File: src/core/dsc_consts.vh
`ifndef DSC_CONSTS_VH
`define DSC_CONSTS_VH

// Clock and protection timing
`define DSC_CLK_HZ 25000000
`define DSC_OFF_MS 900
`define DSC_ON_MS 20
`define DSC_OFF_CYC (`DSC_OFF_MS * (`DSC_CLK_HZ / 1000))
`define DSC_ON_CYC (`DSC_ON_MS * (`DSC_CLK_HZ / 1000))

// Slave address, upper six bits; the strap supplies bit 0
`define DSC_ADDR_HI 6'h04

// Register reset value
`define DSC_REG_RST 8'h00

// Channel one register fields
`define DSC_C1_SEL 7
`define DSC_C1_DYN_DIS 6
`define DSC_C1_CUR_SEL 5
`define DSC_C1_TONE 4
`define DSC_C1_CABLE 3
`define DSC_C1_VOLT 2
`define DSC_C1_ON 1
`define DSC_C1_OLF 0

// Channel two register fields
`define DSC_C2_SEL 7
`define DSC_C2_CUR_SEL 6
`define DSC_C2_TONE 5
`define DSC_C2_CABLE 4
`define DSC_C2_VOLT 3
`define DSC_C2_ON 2
`define DSC_C2_OTF 1
`define DSC_C2_OLF 0

// Write masks of the software-owned bits
`define DSC_C1_WMASK 8'hFE
`define DSC_C2_WMASK 8'hFC

`endif

File: src/core/dsc_control.v
// How it works
// RULE_01: Each channel's current_limit_select bit picks low or high overload threshold.
// RULE_02: Dynamic mode: overload turns the channel off for the off_interval.
// RULE_03: Dynamic mode sets overload_flag when the overload shutdown begins.
// RULE_04: After off_interval the output returns for on_interval, current clamped.
// RULE_05: Overload still present at end of on_interval repeats the off/on cycle.
// RULE_06: A clean on_interval returns to normal and clears overload_flag.
// RULE_07: Static mode: overload_flag follows the clamp-reached condition.
// RULE_08: overload_flag is zero after reset and power-up.
// RULE_09: Host may start capacitive loads in static mode, then go dynamic.
// RULE_10: Over-temperature shuts both channels off and sets overtemp_flag until cooled.
// RULE_11: Over-temperature clears the writable configuration bits of both registers.
// RULE_12: Host polls enable bits and overtemp_flag and rewrites cleared configuration.
// RULE_13: High-voltage pin lifts the register level by five volts.
// RULE_14: Host using the high-voltage pin programs the 13V register setting.
// RULE_15: Serial slave works at standard and fast rates, SDA open-drain only.
// RULE_16: SDA driven only changes while SCL is low.
// RULE_17: START is SDA falling with SCL high, STOP is SDA rising.
// RULE_18: Bytes are eight bits, MSB first, each followed by an acknowledge.
// RULE_19: Addressed device pulls SDA low for the whole ninth clock.
// RULE_20: No acknowledge while supply_good is low.
// RULE_21: Transaction is START, address with read/write bit, data, STOP.
// RULE_22: Both registers reset to zero; field order as laid out in header.
// RULE_23: With supply_good low, traffic is ignored and registers held at zero.
// RULE_24: Address strap selects slave address 0001000 or 0001001.
// RULE_25: Reads return register bytes MSB first until master withholds acknowledge.
// RULE_26: Written byte goes to channel two when its MSB is one.
// RULE_27: Off and on intervals are counted on the internal clock.
`timescale 1ns/1ps
`include "dsc_consts.vh"

module dsc_control #(
  parameter OFF_CYC = `DSC_OFF_CYC,
  parameter ON_CYC = `DSC_ON_CYC
) (
  input wire i_clk,
  input wire i_resetn,
  input wire i_supply_good,
  input wire i_scl,
  input wire i_sda,
  input wire i_addr_strap,
  input wire i_overtemp,
  input wire [1:0] i_overload,
  input wire [1:0] i_high_volt_pin,
  output wire o_sda_out,
  output reg o_sda_oe_n,
  output wire [1:0] o_power_on,
  output reg [1:0] o_limit_high,
  output reg [1:0] o_tone_force,
  output reg [1:0] o_volt_ch1,
  output reg [1:0] o_volt_ch2,
  output reg [7:0] o_channel_one_config,
  output reg [7:0] o_channel_two_config
);

  localparam [2:0] ST_IDLE = 3'd0;
  localparam [2:0] ST_ADDR = 3'd1;
  localparam [2:0] ST_ADDR_ACK = 3'd2;
  localparam [2:0] ST_WR_DATA = 3'd3;
  localparam [2:0] ST_WR_ACK = 3'd4;
  localparam [2:0] ST_RD_DATA = 3'd5;
  localparam [2:0] ST_RD_ACK = 3'd6;

  // =====================================
  // Input synchronisers
  // Pins are async to i_clk; first stages feed only the second stages
  reg [8:0] sync_a;
  reg [8:0] sync_b;
  reg scl_prev;
  reg sda_prev;
  wire [8:0] pins_in;

  assign pins_in = {i_supply_good, i_high_volt_pin, i_overload, i_overtemp, i_addr_strap, i_sda, i_scl};

  always @(posedge i_clk)
  begin
    if (!i_resetn)
    begin
      sync_a <= 9'h003;
      sync_b <= 9'h003;
      scl_prev <= 1'b1;
      sda_prev <= 1'b1;
    end
    else
    begin
      sync_a <= pins_in;
      sync_b <= sync_a;
      scl_prev <= sync_b[0];
      sda_prev <= sync_b[1];
    end
  end

  wire scl = sync_b[0];
  wire sda = sync_b[1];
  wire strap = sync_b[2];
  wire hot = sync_b[3];
  wire [1:0] ovl = sync_b[5:4];
  wire [1:0] hvp = sync_b[7:6];
  // Supply-good low acts as a reset of all control logic past the input synchronisers
  wire rst = !i_resetn || !sync_b[8]; // RULE_23
  wire scl_rise = scl && !scl_prev;
  wire scl_fall = !scl && scl_prev;
  wire start_seen = scl && scl_prev && sda_prev && !sda; // RULE_17
  wire stop_seen = scl && scl_prev && !sda_prev && sda; // RULE_17

  // =====================================
  // Serial slave
  reg [2:0] state;
  reg [2:0] bit_cnt;
  reg byte_done;
  reg [7:0] shift;
  reg [7:0] tx;
  reg rd_sel;
  reg rw;
  reg wr_stb;
  reg [7:0] wr_byte;
  wire [6:0] my_addr = {`DSC_ADDR_HI, strap}; // RULE_24
  always @(posedge i_clk)
  begin
    if (rst)
    begin
      state <= ST_IDLE;
      bit_cnt <= 3'd0;
      byte_done <= 1'b0;
      shift <= 8'h00;
      tx <= 8'h00;
      rd_sel <= 1'b0;
      rw <= 1'b0;
      wr_stb <= 1'b0;
      wr_byte <= 8'h00;
      o_sda_oe_n <= 1'b1;
    end
    else
    begin
      wr_stb <= 1'b0;
      if (start_seen)
      begin
        state <= ST_ADDR; // RULE_21
        bit_cnt <= 3'd0;
        byte_done <= 1'b0;
        rd_sel <= 1'b0;
        o_sda_oe_n <= 1'b1;
      end
      else if (stop_seen)
      begin
        state <= ST_IDLE;
        o_sda_oe_n <= 1'b1;
      end
      else
      begin
        case (state)
          ST_ADDR, ST_WR_DATA:
          begin
            if (scl_rise)
            begin
              shift <= {shift[6:0], sda}; // RULE_18
              bit_cnt <= bit_cnt + 3'd1;
              byte_done <= (bit_cnt == 3'd7);
            end
            else if (scl_fall && byte_done)
            begin
              byte_done <= 1'b0;
              if (state == ST_ADDR)
              begin
                if (shift[7:1] == my_addr)
                begin
                  rw <= shift[0];
                  o_sda_oe_n <= 1'b0; // RULE_19 RULE_20
                  state <= ST_ADDR_ACK;
                end
                else
                  state <= ST_IDLE;
              end
              else
              begin
                wr_byte <= shift;
                wr_stb <= 1'b1;
                o_sda_oe_n <= 1'b0; // RULE_19
                state <= ST_WR_ACK;
              end
            end
          end
          ST_ADDR_ACK, ST_WR_ACK:
          begin
            if (scl_fall)
            begin
              bit_cnt <= 3'd0;
              if (state == ST_ADDR_ACK && rw)
              begin
                tx <= {o_channel_one_config[6:0], 1'b0};
                o_sda_oe_n <= o_channel_one_config[7]; // RULE_25 RULE_16
                rd_sel <= 1'b1;
                state <= ST_RD_DATA;
              end
              else
              begin
                o_sda_oe_n <= 1'b1;
                state <= ST_WR_DATA;
              end
            end
          end
          ST_RD_DATA:
          begin
            if (scl_rise)
            begin
              bit_cnt <= bit_cnt + 3'd1;
              byte_done <= (bit_cnt == 3'd7);
            end
            else if (scl_fall)
            begin
              if (byte_done)
              begin
                byte_done <= 1'b0;
                o_sda_oe_n <= 1'b1;
                state <= ST_RD_ACK;
              end
              else
              begin
                o_sda_oe_n <= tx[7]; // RULE_16
                tx <= {tx[6:0], 1'b0};
              end
            end
          end
          ST_RD_ACK:
          begin
            if (scl_rise)
            begin
              // Master's acknowledge decides whether another byte follows
              if (sda)
                state <= ST_IDLE; // RULE_25
              else
                byte_done <= 1'b1;
            end
            else if (scl_fall && byte_done)
            begin
              byte_done <= 1'b0;
              bit_cnt <= 3'd0;
              rd_sel <= !rd_sel;
              if (rd_sel)
              begin
                o_sda_oe_n <= o_channel_two_config[7];
                tx <= {o_channel_two_config[6:0], 1'b0};
              end
              else
              begin
                o_sda_oe_n <= o_channel_one_config[7];
                tx <= {o_channel_one_config[6:0], 1'b0};
              end
              state <= ST_RD_DATA;
            end
          end
          default: state <= ST_IDLE;
        endcase
      end
    end
  end

  // Open drain: the pin is only ever pulled low
  assign o_sda_out = 1'b0; // RULE_15

  // =====================================
  // System registers
  wire [1:0] overload_flag;
  wire [7:0] wmask1 = `DSC_C1_WMASK;
  wire [7:0] wmask2 = `DSC_C2_WMASK;

  always @(posedge i_clk)
  begin
    if (rst)
    begin
      o_channel_one_config <= `DSC_REG_RST; // RULE_22
      o_channel_two_config <= `DSC_REG_RST; // RULE_22
    end
    else
    begin
      // Heat wins over a write landing in the same cycle
      if (hot)
        o_channel_one_config[7:1] <= 7'h00; // RULE_11
      else if (wr_stb && !wr_byte[7])
        o_channel_one_config[7:1] <= wr_byte[7:1] & wmask1[7:1]; // RULE_26
      if (hot)
        o_channel_two_config[7:2] <= 6'h00; // RULE_11
      else if (wr_stb && wr_byte[7])
        o_channel_two_config[7:2] <= wr_byte[7:2] & wmask2[7:2]; // RULE_26
      o_channel_one_config[`DSC_C1_OLF] <= overload_flag[0];
      o_channel_two_config[`DSC_C2_OLF] <= overload_flag[1];
      o_channel_two_config[`DSC_C2_OTF] <= hot; // RULE_10
    end
  end

  // =====================================
  // Per-channel protection and output selection
  wire [1:0] ch_on = {o_channel_two_config[`DSC_C2_ON], o_channel_one_config[`DSC_C1_ON]};
  wire [1:0] cur_sel = {o_channel_two_config[`DSC_C2_CUR_SEL], o_channel_one_config[`DSC_C1_CUR_SEL]};
  wire [1:0] tone = {o_channel_two_config[`DSC_C2_TONE], o_channel_one_config[`DSC_C1_TONE]};
  wire [1:0] cable = {o_channel_two_config[`DSC_C2_CABLE], o_channel_one_config[`DSC_C1_CABLE]};
  wire [1:0] vsel = {o_channel_two_config[`DSC_C2_VOLT], o_channel_one_config[`DSC_C1_VOLT]};
  // Only the first register carries the mode bit; it governs both channels
  wire dyn_dis = o_channel_one_config[`DSC_C1_DYN_DIS];

  genvar g;
  generate
    for (g = 0; g < 2; g = g + 1)
    begin : g_chan
      dsc_overload #(
        .OFF_CYC(OFF_CYC),
        .ON_CYC(ON_CYC)
      ) u_ovl (
        .i_clk(i_clk),
        .i_rst(rst),
        .i_enable(ch_on[g] && !hot), // RULE_10
        .i_dyn_disable(dyn_dis),
        .i_overload(ovl[g]),
        .o_power_on(o_power_on[g]),
        .o_flag(overload_flag[g])
      );
    end
  endgenerate

  // Level code: 00 13V, 01 14V, 10 18V, 11 19V
  always @(posedge i_clk)
  begin
    if (rst)
    begin
      o_limit_high <= 2'b00;
      o_tone_force <= 2'b00;
      o_volt_ch1 <= 2'b00;
      o_volt_ch2 <= 2'b00;
    end
    else
    begin
      o_limit_high <= cur_sel; // RULE_01
      o_tone_force <= tone;
      o_volt_ch1 <= {vsel[0] | hvp[0], cable[0]}; // RULE_13
      o_volt_ch2 <= {vsel[1] | hvp[1], cable[1]}; // RULE_13
    end
  end

endmodule // dsc_control

File: src/core/dsc_overload.v
`timescale 1ns/1ps
`include "dsc_consts.vh"

module dsc_overload #(
  parameter OFF_CYC = `DSC_OFF_CYC,
  parameter ON_CYC = `DSC_ON_CYC,
  parameter CW = 25
) (
  input wire i_clk,
  input wire i_rst,
  input wire i_enable,
  input wire i_dyn_disable,
  input wire i_overload,
  output reg o_power_on,
  output reg o_flag
);

  localparam [1:0] ST_NORMAL = 2'b00;
  localparam [1:0] ST_OFF = 2'b01;
  localparam [1:0] ST_ON = 2'b10;
  localparam integer OFF_LAST_I = OFF_CYC - 1;
  localparam integer ON_LAST_I = ON_CYC - 1;
  localparam [CW-1:0] OFF_LAST = OFF_LAST_I[CW-1:0];
  localparam [CW-1:0] ON_LAST = ON_LAST_I[CW-1:0];

  reg [1:0] state;
  reg [CW-1:0] count;
  reg seen;
  reg [1:0] next_state;

  always @*
  begin
    next_state = state;
    case (state)
      ST_NORMAL: if (i_overload && !i_dyn_disable) next_state = ST_OFF; // RULE_02
      ST_OFF: if (count == OFF_LAST) next_state = ST_ON; // RULE_04
      ST_ON:
      begin
        if (count == ON_LAST)
          next_state = (seen || i_overload) ? ST_OFF : ST_NORMAL; // RULE_05
      end
      default: next_state = ST_NORMAL;
    endcase
    if (!i_enable || i_dyn_disable)
      next_state = ST_NORMAL;
  end

  // =====================================
  // Retry timer
  always @(posedge i_clk)
  begin
    if (i_rst)
    begin
      state <= ST_NORMAL;
      count <= {CW{1'b0}};
      seen <= 1'b0;
      o_flag <= 1'b0; // RULE_08
      o_power_on <= 1'b0;
    end
    else
    begin
      state <= next_state;
      count <= (next_state != state) ? {CW{1'b0}} : count + 1'b1; // RULE_27
      seen <= (next_state == ST_ON) && (state == ST_ON) && (seen || i_overload);
      o_power_on <= i_enable && (next_state != ST_OFF);
      if (!i_enable)
        o_flag <= 1'b0;
      else if (i_dyn_disable)
        o_flag <= i_overload; // RULE_07
      else if (state == ST_NORMAL && next_state == ST_OFF)
        o_flag <= 1'b1; // RULE_03
      else if (state == ST_ON && next_state == ST_NORMAL)
        o_flag <= 1'b0; // RULE_06
    end
  end

endmodule // dsc_overload

File: config.mk
export PLATFORM = sky130hd
export DESIGN_NAME = dsc_control
export DESIGN_NICKNAME = d
export VERILOG_FILES = /design/src/core/dsc_control.v /design/src/core/dsc_overload.v
export VERILOG_INCLUDE_DIRS = /design/src /design/src/core
export SDC_FILE = /design/constraint.sdc
export NUM_CORES = 1
export LEC_CHECK = 0
export ABC_AREA = 0
export BUFFER_PORTS_ARGS = -buffer_cell sky130_fd_sc_hd__buf_2
export CAP_MARGIN = 25
export CORE_AREA = 5 5 117 119
export CTS_CLUSTER_SIZE = 20
export DETAILED_ROUTE_END_ITERATION = 8
export DIE_AREA = 0 0 122 124
export GPL_ROUTABILITY_DRIVEN = 1
export PLACE_DENSITY = 0.7
export SLEW_MARGIN = 5
export SYNTH_ARGS = -nofsm -noshare
export SYNTH_HDL_FRONTEND = slang
export SYNTH_SLANG_ARGS = --single-unit
export TNS_END_PERCENT = 1
File: constraint.sdc
create_clock -name i_clk -period 1.8 [get_ports i_clk]
set_input_delay 0.27 -clock i_clk [delete_from_list [all_inputs] [get_ports i_clk]]
set_output_delay 0.27 -clock i_clk [all_outputs]
set_load 0.05 [all_outputs]
==> results of run 1 <==
## kinds of logic (layout without fill, tap and decap cells)
kind of cell             Yosys count  after routing
AO/OA/AOI/OAI                    114            114
XOR/XNOR                          48             48
adder cells (fa/ha/maj)            7              7
buffers and inverters             54            203
flip-flops                       137            137
multiplexers                      19             19
other                              1              1
AND/OR/NAND/NOR                  321            321
## worst max-delay path: stages, from the launching register on
cell and delay (ns):
dfxtp_2 0.32, or4b_4 0.55, nor4_4 0.34, buf_4 0.18
nand2_1 0.08, a32oi_4 0.24, buf_8 0.19, nor2_1 0.07
## state kept, by name, summed over array words and instances, names as in the netlist, 2 cells and up
name and cells:
shift 8, o_channel_one_config 8, sync_a 9, wr_byte 7, o_volt_ch1 2, state 3, sync_b 9, g_chan.u_ovl.count 50
g_chan.u_ovl.o_flag 2, o_limit_high 2, tx 7, o_channel_two_config 8, g_chan.u_ovl.state 4, g_chan.u_ovl.o_power_on 2, bit_cnt 3, o_volt_ch2 2
o_tone_force 2, g_chan.u_ovl.seen 2
## worst min path at each step
stage	cells past startpoint	from	end	slack (ns)
6_report	2	i_scl	sync_a[0]	0.04
5_1_grt	2	i_scl	sync_a[0]	0.03
4_1_cts	2	i_scl	sync_a[0]	0.02
3_5_place_dp	1	sync_a[1]	sync_b[1]	0.39
3_3_place_gp	1	sync_a[0]	sync_b[0]	0.39
2_1_floorplan	1	i_scl	sync_a[0]	0.37
## routing by layer
metal  GRT usage, %  wire length, um  share of wire, %  up-vias
li1               -                -                 -     2756
met1           27.0             7000                46     2659
met2           32.5             6930                46      196
met3           5.45              964               6.4       25
met4           8.26              257               1.7        0
met5              0                0                 0        -
## timing repair
item,CTS,global route
setup endpoints to repair,82,87
buffers inserted,3,1
gates resized for setup,30,19
gates cloned,1,0
pin swaps,24,14
endpoints found under the hold margin,0,0
## synth_stat cells (7+ instances only)
| cell | instances |
|---|---|
| a21oi_1 | 41 |
| a311oi_1 | 9 |
| and2_1 | 15 |
| and3_1 | 18 |
| clkbuf_1 | 28 |
| dfxtp_1 | 137 |
| ha_1 | 7 |
| inv_1 | 16 |
| mux2i_1 | 19 |
| nand2_1 | 51 |
| nand2b_1 | 10 |
| nand3_1 | 38 |
| nand4_1 | 13 |
| nor2_1 | 100 |
| nor2b_1 | 11 |
| nor3_1 | 15 |
| nor4_1 | 7 |
| o21ai_0 | 14 |
| xnor2_1 | 25 |
| xor2_1 | 23 |
## through the flow
step / instance area [um2] / std cells / hold slack (ns) / util [%]
floorplan: 6150 / 701 / 0.371 / -
finish: 7970 / 1022 / 0.0360 / 64.0
CTS: 7940 / 1023 / 0.0195 / 63.7
global route: 7970 / 1022 / 0.0256 / 64.0
detailed placement: 7290 / 989 / 0.392 / 58.5
global placement: 7290 / 989 / 0.389 / 58.5
## layout make-up
type,instances,share of cell area (%)
Sequential cell,137,34.6
Timing Repair Buffer,156,14.0
Clock buffer,28,6.23
Tap cell,172,2.70
Clock inverter,3,0.188
Multi-Input combinational cell,510,41.6
Inverter,16,0.753
## power by group
group	internal [W]	total [W]	leakage [nW]	switching, W
logic	0.0000614	0.000144	1.68	0.0000823
registers	0.00306	0.00307	1.11	0.0000109
clock network	0.00185	0.00303	0.252	0.00118
==> metrics.md, run 1 <==
| Metric | Value |
|---|---|
| Initial antenna violation count | 0 |
| Clock latency on the worst-skew pair | 0.41 ns |
| Arrival @ worst endpoint | 2.38 ns |
| RD Place Congestion | 0.900 |
| Largest net degree at the start of global routing | 30 |
| Layout cells sized above 1 | 26.9% |
| Beginning of the critical path | g_chan[0].u_ovl.count[19] |
| Post-CTS Hold Buffers | 0 |
| Clock skew | 0.00629 ns |
| FF+latch count, synth | 137 |
| Hold Vio Cnt, Final | 0 |
| Place WS | -0.258 ns |
| CTS max path bufs | 2 |
| Kind of critical path | reg -> reg |
| FF-to-FF path depth | 7 |
| Crit path required time | 2.10 ns |
| R2R setup slack | -0.28 ns |
| Final net count | 856 |
| Most common cell after layout, fill and taps aside | dfxtp_1 |
| Static leakage | 3.04 nW |
| Max-cap violation count | 0 |
| Fill cell count | 1054 |
| Critical register-to-register path startpoint | g_chan[0].u_ovl.count[19] |
| Register Area | 2760 um2 |
| Total grt overflow | 0 |
| Die extent in x | 122 um |
| Critical register-to-register path endpoint | g_chan[0].u_ovl.count[21] |
| Peak fanout along the critical path | 13 |
| Post-synth EDFFs | 0 |
| Detail Route Antenna Nets | 0 |
| Simple-gate share of the synthesized area | 27.3% |
| Slew Limit Fails | 0 |
| Tcrit/Tclk final | 115% |
| Worst VDD drop | 0.000700 V |
| Die ar. | 15100 um2 |
| Min Tclk post-route | 2.08 ns |
| Register area share after synthesis | 44.7% |
| Overall power | 0.00624 W |
| Starting Density | 49.2% |
| Global-route wire length before repair | 24900 um |
| DRT Pass-1 Iters | 5 |
| Post-Synth XOR/XNOR Area | 6.85% |
| Startpoint Class | flip-flop |
| Clock Root Buffer | clkbuf_16 |
| Vias in the first global route | 5329 |
| Clk sinks | 137 |
| Top FF cell, synth | dfxtp_1 |
| Fin worst setup slack | -0.278 ns |
| Setup TNS | -7.48 ns |
| Fmax | 0.481 GHz |
| Main combinational cell family by area after synthesis | simple AND/OR/NAND/NOR gates |
| CORE AREA | 12500 um2 |
| DR WL/cell | 14.8 um |
| Async S/R FF share, synth | 0% |
| Final setup fails | 44 |
| GRT Total Usage | 20.6% |
| Post-Syn Area | 6130 um2 |
| Synth top area cells | dfxtp_1 (45%), nor2_1 (6.1%), xnor2_1 (3.6%) |
| Number of cells produced by synthesis | 701 |
| Power per cell area | 783 nW/um2 |
| DR iter-0 viols | 445 |
| Actual slew at the worst max-slew pin | 0.583 ns |
| Unrepaired setup endpoints after global routing | yes |
| Worst hold path type | in -> reg |
| Syn Nets | 719 |
| Port-buffer cells | 37 |
| Drt drc | 0 |
| CTS tree | done |
| Synth cell types | 66 |
| Adder-cell area share of the yosys netlist | 1.43% |
| Area grow syn2layout | 30.0% |
| Site Rows | 41 |
| Status | finished with violations |
| Yosys top cell area share | 44.7% |
| Synth Area in Compound Gates | 12.7% |
| CTS Buf Count | 17 |
| Total wire length | 15100 um |
| Vias/cell | 5.51 |
| # IOs | 39 |
| Multiplexer share of the synthesized area | 3.10% |
| Clock slew at reported path FFs | 0.05 ns |
| Die H | 124 um |
| Synth Area per Inst | 8.75 um2 |
| Vias | 5636 |
| Commonest non-fill, non-tap cells in the layout | dfxtp_1 (127), buf_4 (115), nor2_1 (99) |
| Diodes inserted | 0 |
| Post-DP HPWL | 10600 um |
| Setup crit end kind | flip-flop |
| Leading area contributor after synthesis | dfxtp_1 |
| Failing checks | negative setup slack |
| Synth warnings | 0 |
| H-Tree Level Count | 4 |
| Crit path to | g_chan[0].u_ovl.count[21] |
| Max_slew headroom | 61.0% |
| Multi-input logic area | 3310 um2 |
Power figures use the tool's default switching activity.
==> run 2: changes to the inputs <==
--- a/config.mk
+++ b/config.mk
@@ -6,15 +6,15 @@
 export SDC_FILE = /design/constraint.sdc
 export NUM_CORES = 1
 export LEC_CHECK = 0
-export ABC_AREA = 0
+export ABC_AREA = 1
 export BUFFER_PORTS_ARGS = -buffer_cell sky130_fd_sc_hd__buf_2
 export CAP_MARGIN = 25
-export CORE_AREA = 5 5 117 119
+export CORE_AREA = 5 5 121 123
 export CTS_CLUSTER_SIZE = 20
 export DETAILED_ROUTE_END_ITERATION = 8
-export DIE_AREA = 0 0 122 124
+export DIE_AREA = 0 0 126 128
 export GPL_ROUTABILITY_DRIVEN = 1
-export PLACE_DENSITY = 0.7
+export PLACE_DENSITY = 0.69
 export SLEW_MARGIN = 5
 export SYNTH_ARGS = -nofsm -noshare
 export SYNTH_HDL_FRONTEND = slang
==> run 2 against run 1 <==
The run now ends clean. Non-clock buffer count down 72. Via count up 2.4%. Critical path depth up 4. Die area up 6.6%. Power up 5.4%. Wire length down 0.63%. First-iteration DRC count up 1.1%.
==> metrics.md, run 2 <==
| Metric | Value |
|---|---|
| Clk sinks | 137 (unchanged) |
| Setup TNS | 0 ns (was -7.48 ns) |
| Synth cell types | 40 (was 66) |
| Clock Root Buffer | clkbuf_16 (unchanged) |
| Initial antenna violation count | 0 (unchanged) |
| Async S/R FF share, synth | 0% (unchanged) |
| Placed Cells | 1137 (was 989) |
| Top FF cell, synth | dfxtp_1 (unchanged) |
| CTS tree | done (unchanged) |
| Area grow syn2layout | 21.0% (was 30.0%) |
| Count leader, synth | nand2_1 (was dfxtp_1) |
| Post-synth EDFFs | 0 (unchanged) |
| CTS Buf Count | 17 (unchanged) |
| Status | completed (was finished with violations) |
| DR WL/cell | 12.8 um (was 14.8 um) |
| Power per cell area | 828 nW/um2 (was 783 nW/um2) |
| Fill cell count | 1268 (was 1054) |
| Vias/cell | 4.92 (was 5.51) |
| R2R setup slack | 0.06 ns (was -0.28 ns) |
| Starting Density | 48.4% (was 49.2%) |
| Setup crit end kind | flip-flop (unchanged) |
| Worst VDD drop | 0.000728 V (was 0.000700 V) |
| Static leakage | 3.21 nW (was 3.04 nW) |
| Arrival @ worst endpoint | 2.09 ns (was 2.38 ns) |
| Post-Layout Cell Count | 1174 (was 1022) |
| Startpoint Class | flip-flop (unchanged) |
| Detail Route Antenna Nets | 0 (unchanged) |
| Die extent in x | 126 um (was 122 um) |
| Global-route wire length before repair | 25200 um (was 24900 um) |
| Total grt overflow | 0 (unchanged) |
| Diodes inserted | 0 (unchanged) |
| Synth top area cells | dfxtp_1 (42%), nand2_1 (8.9%), inv_1 (8.0%) (was dfxtp_1 (45%), nor2_1 (6.1%), xnor2_1 (3.6%)) |
| # IOs | 39 (unchanged) |
| Final setup fails | 0 (was 44) |
| RD Place Congestion | 0.996 (was 0.900) |
| Critical register-to-register path startpoint | g_chan[1].u_ovl.count[8] (was g_chan[0].u_ovl.count[19]) |
| Peak fanout along the critical path | 7 (was 13) |
| Die H | 128 um (was 124 um) |
| Site Rows | 43 (was 41) |
| Drt drc | 0 (unchanged) |
| Hold Vio Cnt, Final | 0 (unchanged) |
| Biggest regs | g_chan.u_ovl.count: 50 flops, sync_a: 9 flops, sync_b: 9 flops (unchanged) |
| Layout cells sized above 1 | 22.3% (was 26.9%) |
| Max-cap violation count | 0 (unchanged) |
| Max reg flops | 50 (unchanged) |
| Min Tclk post-route | 1.74 ns (was 2.08 ns) |
| Kind of critical path | reg -> reg (unchanged) |
| Vias | 5774 (was 5636) |
| Post-DP HPWL | 10900 um (was 10600 um) |
| Worst hold start | i_scl (unchanged) |
| Fin worst setup slack | 0.0619 ns (was -0.278 ns) |
| Post-Syn Area | 6560 um2 (was 6130 um2) |
| Hold depth | 3 (was 2) |
| Die ar. | 16100 um2 (was 15100 um2) |
| Most common cell after layout, fill and taps aside | nand2_1 (was dfxtp_1) |
| Most frequent cells after synthesis | nand2_1 (156), inv_1 (140), dfxtp_1 (137), nor2_1 (130), nand3_1 (46) (was dfxtp_1 (137), nor2_1 (100), nand2_1 (51), a21oi_1 (41), nand3_1 (38)) |
| Slew Limit Fails | 0 (unchanged) |
| CORE AREA | 13600 um2 (was 12500 um2) |
| H-Tree Level Count | 4 (unchanged) |
| Clock slew at reported path FFs | 0.06 ns (was 0.05 ns) |
| Worst hold path type | in -> reg (unchanged) |
| Beginning of the critical path | g_chan[1].u_ovl.count[8] (was g_chan[0].u_ovl.count[19]) |
| Clock skew | 0.00649 ns (was 0.00629 ns) |
| FF+latch count, synth | 137 (unchanged) |
| Leading area contributor after synthesis | dfxtp_1 (unchanged) |
| Fmax | 0.575 GHz (was 0.481 GHz) |
| Register ranked first by flip-flop count | g_chan.u_ovl.count (unchanged) |
| DRT Pass-1 Iters | 6 (was 5) |
| Total wire length | 15100 um (about the same) |
| Post-layout util | 58.6% (was 64.0%) |
| Synth Area per Inst | 7.27 um2 (was 8.75 um2) |
| Port-buffer cells | 37 (unchanged) |
| DR iter-0 viols | 450 (was 445) |
| Number of cells produced by synthesis | 903 (was 701) |
| GRT Total Usage | 19.1% (was 20.6%) |
| Crit path required time | 2.16 ns (was 2.10 ns) |
| Commonest non-fill, non-tap cells in the layout | nand2_1 (155), inv_1 (136), dfxtp_1 (127) (was dfxtp_1 (127), buf_4 (115), nor2_1 (99)) |
| CTS max path bufs | 2 (unchanged) |
| Vias in the first global route | 5397 (was 5329) |
| Final net count | 1000 (was 856) |
| Syn Nets | 921 (was 719) |
| Register area share after synthesis | 41.8% (was 44.7%) |
| FF-to-FF path depth | 11 (was 7) |
| Place WS | 0.0216 ns (was -0.258 ns) |
| Tcrit/Tclk final | 96.6% (was 115%) |
| Unrepaired setup endpoints after global routing | yes (unchanged) |
| Largest net degree at the start of global routing | 26 (was 30) |
| Yosys top cell area share | 41.8% (was 44.7%) |
| Clock latency on the worst-skew pair | 0.42 ns (was 0.41 ns) |
| Synth warnings | 0 (unchanged) |
==> run 2: cell count changes after synthesis, sizes merged, moves of 13 or more <==
cell / change
clkbuf: -20
nor2: +71
nor3: +13
xor2: +15
and2: -16
o21ai: +27
and3: -18
inv: +130
nand2: +115
mux2i: -19
xnor2: -18
==> run 2: cell families after synthesis <==
logic type	Yosys count	share of synthesized area, %
and+or+nand+nor	442	31.9
buffers and inverters	173	10.9
DFF	137	41.8
AOI/OAI and AO/OA	98	8.01
xor gates and xnor gates	45	6.00
adders and majority gates	7	1.33
other	1	0.0571
==> run 2: per-stage QoR <==
step                      area, um2  total power [W]  hold slack [ns]
after floorplan                6560          0.00321            0.355
after global routing           7940          0.00680           0.0276
after global placement         7180          0.00325            0.391
after detailed placement       7180          0.00325            0.394
after CTS                      7750          0.00664          0.00313
final                          7940          0.00658           0.0190
==> run 2: report_power, final <==
part	internal (W)	leakage [nW]	switching (W)
clock network	0.00207	0.272	0.00131
registers	0.00306	1.11	0.0000115
logic	0.0000513	1.82	0.0000818
total	0.00517	3.21	0.00141
==> run 2: final timing paths <==
| check | endpoint |
|---|---|
| worst max-delay path | g_chan[1].u_ovl.count[13] |
| worst min-delay path | sync_a[0] |
| worst max register to register | g_chan[1].u_ovl.count[13] |
| worst min register to register | sync_b[1] |
==> run 2: worst max-delay path, cell delays in order, from the launching register on <==
cell and delay (ns):
dfxtp_2 0.40, inv_1 0.07, nor2_1 0.17, nand3_1 0.10, nor2_1 0.11, nand3_1 0.10, nand3_2 0.09, nand2_2 0.07
nand2_1 0.12, nand3_4 0.14, clkbuf_16 0.20, nor2_1 0.09
==> run 2: cell type report <==
class | instances | area [um2] | area share [%]
clock inverters | 11 | 124 | 1.56
flip-flops and latches | 137 | 2760 | 34.7
multi-input cells | 593 | 3200 | 40.3
inverters | 149 | 562 | 7.07
clock buffers | 20 | 447 | 5.62
repair buffers | 84 | 627 | 7.89
well taps | 180 | 225 | 2.84
==> run 2: repair_timing <==
item | CTS | global route
setup endpoints to repair | 0 | 75
hold buffers | 0 | 0
buffers inserted | 0 | 3
gates resized for setup | 0 | 42
==> run 2: layer usage <==
layer | GRT usage, % | vias to the layer above | wire [um]
met5 | 0 | - | 0
met4 | 6.62 | 0 | 244
met3 | 4.75 | 24 | 982
met2 | 28.5 | 160 | 6440
met1 | 27.0 | 2608 | 7390
li1 | - | 2982 | -
==> run 3: changes to the inputs <==
--- a/config.mk
+++ b/config.mk
@@ -9,10 +9,10 @@
 export ABC_AREA = 1
 export BUFFER_PORTS_ARGS = -buffer_cell sky130_fd_sc_hd__buf_2
 export CAP_MARGIN = 25
-export CORE_AREA = 5 5 121 123
+export CORE_AREA = 2 2 118 120
 export CTS_CLUSTER_SIZE = 20
 export DETAILED_ROUTE_END_ITERATION = 8
-export DIE_AREA = 0 0 126 128
+export DIE_AREA = 0 0 120 122
 export GPL_ROUTABILITY_DRIVEN = 1
 export PLACE_DENSITY = 0.69
 export SLEW_MARGIN = 5
==> run 3 against run 2 <==
The flow now finishes with violations (negative setup slack). Critical path depth grew 1. Non-clock buffer count grew 15. Die area shrank 9.2%. Cell area grew 2.6%. Sequential share of layout area shrank 0.83 points. Global-route usage grew 1.4 points. Clock-buffer cell count is the same. Flip-flop and latch count is the same. Power shrank 2.8%. Clock power shrank 6%. Maximum frequency shrank 3.5%. Combinational power grew 6%. Critical path type unchanged. Largest cell class unchanged.
==> metrics.md, run 3 (synthesis gave the netlist of run 2 again) <==
| Metric | Value |
|---|---|
| Failing checks | negative setup slack |
| FF-to-FF path depth | 12 (was 11) |
| Die H | 122 um (was 128 um) |
| Peak fanout along the critical path | 6 (was 7) |
| Hold EP | sync_a[0] (unchanged) |
| Global-route wire length before repair | 23900 um (was 25200 um) |
| Port-buffer cells | 37 (unchanged) |
| H-Tree Level Count | 4 (unchanged) |
| Fin worst setup slack | -0.00147 ns (was 0.0619 ns) |
| Biggest regs | g_chan.u_ovl.count: 50 flops, sync_a: 9 flops, sync_b: 9 flops (unchanged) |
| Site Rows | 43 (unchanged) |
| Total wire length | 15100 um (about the same) |
| Hold depth | 3 (unchanged) |
| Clock latency on the worst-skew pair | 0.42 ns (about the same) |
| Power per cell area | 785 nW/um2 (was 828 nW/um2) |
| CTS max path bufs | 2 (unchanged) |
| Worst hold start | i_scl (unchanged) |
| Static leakage | 3.36 nW (was 3.21 nW) |
| Clock slew at reported path FFs | 0.06 ns (about the same) |
| GRT Total Usage | 20.5% (was 19.1%) |
| Unrepaired setup endpoints after global routing | yes (unchanged) |
| Layout cells sized above 1 | 25.0% (was 22.3%) |
| Drt drc | 0 (unchanged) |
| CP Cell Sequence | ha_4 > nand3_4 > inv_4 > nand2_4 > nor2_1 > nand3_1 > nand3_2 > nand2_4 > nand2_1 > nand3_4 > clkbuf_16 > nor2_1 (was inv_1 > nor2_1 > nand3_1 > nor2_1 > nand3_1 > nand3_2 > nand2_2 > nand2_1 > nand3_4 > clkbuf_16 > nor2_1) |
| CTS tree | done (unchanged) |
| Total grt overflow | 0 (unchanged) |
| Crit-path max cell delay | 0.35 ns (was 0.40 ns) |
| Most common cell after layout, fill and taps aside | nand2_1 (unchanged) |
| Post-DP HPWL | 11000 um (was 10900 um) |
| R2R setup slack | -0.001 ns (was 0.06 ns) |
| Worst VDD drop | 0.000704 V (was 0.000728 V) |
| Arrival @ worst endpoint | 2.16 ns (was 2.09 ns) |
| DR WL/cell | 12.7 um (was 12.8 um) |
| Crit path required time | 2.16 ns (about the same) |
| Fmax | 0.555 GHz (was 0.575 GHz) |
| Status | finished with violations (was completed) |
| DRT Pass-1 Iters | 7 (was 6) |
| Kind of critical path | reg -> reg (unchanged) |
| Critical path's slowest cell | dfxtp_2 (unchanged) |
| CTS Buf Count | 17 (unchanged) |
| Area grow syn2layout | 24.1% (was 21.0%) |
| CORE AREA | 13500 um2 (was 13600 um2) |
| Worst hold path type | in -> reg (unchanged) |
| Max reg flops | 50 (unchanged) |
| Clk sinks | 137 (unchanged) |
| Metal-1 WL | 7520 um (was 7390 um) |
| Final net count | 1015 (was 1000) |
| Vias in the first global route | 5130 (was 5397) |
| Hold Vio Cnt, Final | 0 (unchanged) |
| Tcrit/Tclk final | 100% (was 96.6%) |
| Hold WS | 0.0202 ns (was 0.0190 ns) |
| Met3 WL | 773 um (was 982 um) |
| Min Tclk post-route | 1.80 ns (was 1.74 ns) |
| Starting Density | 48.6% (was 48.4%) |
| Met2 Wirelength | 6600 um (was 6440 um) |
| Place WS | -0.0243 ns (was 0.0216 ns) |
| Clock skew | 0.00614 ns (was 0.00649 ns) |
| Diodes inserted | 0 (unchanged) |
| Register ranked first by flip-flop count | g_chan.u_ovl.count (unchanged) |
| Critical register-to-register path endpoint | g_chan[1].u_ovl.count[12] (was g_chan[1].u_ovl.count[13]) |
| RD Place Congestion | 0.973 (was 0.996) |
| Fill cell count | 1229 (was 1268) |
| Commonest non-fill, non-tap cells in the layout | nand2_1 (152), inv_1 (133), dfxtp_1 (127) (was nand2_1 (155), inv_1 (136), dfxtp_1 (127)) |
| DR iter-0 viols | 355 (was 450) |
| Final setup fails | 4 (was 0) |
| Critical register-to-register path startpoint | g_chan[1].u_ovl.count[0] (was g_chan[1].u_ovl.count[8]) |
| Largest net degree at the start of global routing | 21 (was 26) |
| Die extent in x | 120 um (was 126 um) |
| Max-cap violation count | 0 (unchanged) |
| Initial antenna violation count | 0 (unchanged) |
| Startpoint Class | flip-flop (unchanged) |
| Die ar. | 14600 um2 (was 16100 um2) |
| Detail Route Antenna Nets | 0 (unchanged) |
| Max layer used | met4 (unchanged) |
| Vias/cell | 4.87 (was 4.92) |
| Clock Root Buffer | clkbuf_16 (unchanged) |
| Vias | 5796 (was 5774) |
| Slew Limit Fails | 0 (unchanged) |
| # IOs | 39 (unchanged) |
| Setup crit end kind | flip-flop (unchanged) |
[run 3: routing by layer]
layer,global-route usage [%],up-vias
met5,0,-
met1,29.0,2618
met2,31.0,133
met4,5.66,0
met3,5.38,13
li1,-,3032
[run 3: what timing repair did]
action,in CTS,in global routing
pin swaps,0,4
resized for setup,2,65
setup endpoints to repair,24,65
hold buffers,0,0
setup buffers,0,5
cloned,0,2
[run 3: layout make-up]
cell class,instances,area [um2],share of cell area [%]
Multi-Input combinational cell,593,3280,40.2
Sequential cell,137,2760,33.9
Timing Repair Buffer,99,773,9.49
Inverter,149,564,6.93
Clock buffer,20,457,5.61
Tap cell,180,225,2.77
Clock inverter,12,91.3,1.12
[run 3: metrics by stage]
| step | TNS, ns | area [um2] | cells | power, W | utilization [%] |
|---|---|---|---|---|---|
| floorplan | 0 | 6560 | 903 | 0.00321 | - |
| global placement | 0 | 7320 | 1151 | 0.00326 | 54.2 |
| detailed placement | -0.0771 | 7320 | 1151 | 0.00326 | 54.2 |
| CTS | -0.00580 | 7870 | 1183 | 0.00645 | 58.3 |
| global route | -4.00 | 8140 | 1190 | 0.00659 | 60.3 |
| finish | -0.00240 | 8140 | 1190 | 0.00640 | 60.3 |
[run 3: how the worst max path moves through the flow]
| stage | end | startpoint |
|---|---|---|
| 4_1_cts | g_chan[0].u_ovl.count[3] | g_chan[0].u_ovl.count[0] |
| 5_1_grt | g_chan[1].u_ovl.count[24] | g_chan[1].u_ovl.count[19] |
| 6_report | g_chan[1].u_ovl.count[12] | g_chan[1].u_ovl.count[0] |
| 3_3_place_gp | g_chan[1].u_ovl.count[21] | g_chan[1].u_ovl.count[0] |
| 3_5_place_dp | g_chan[1].u_ovl.count[15] | g_chan[1].u_ovl.count[1] |
| 2_1_floorplan | g_chan[1].u_ovl.count[22] | o_channel_two_config[2] |
[run 3: power by group]
group / internal, W / switching [W]
Combinational: 0.0000562 / 0.0000847
Sequential: 0.00305 / 0.0000113
Clock: 0.00184 / 0.00135
[run 3: worst max-delay path: cells and delay by family, from the launching register on]
kind	cells	cell delay [ns]
adders and majority gates	1	0.15
buffers and inverters	2	0.30
and+or+nand+nor	9	0.95
DFF	1	0.35
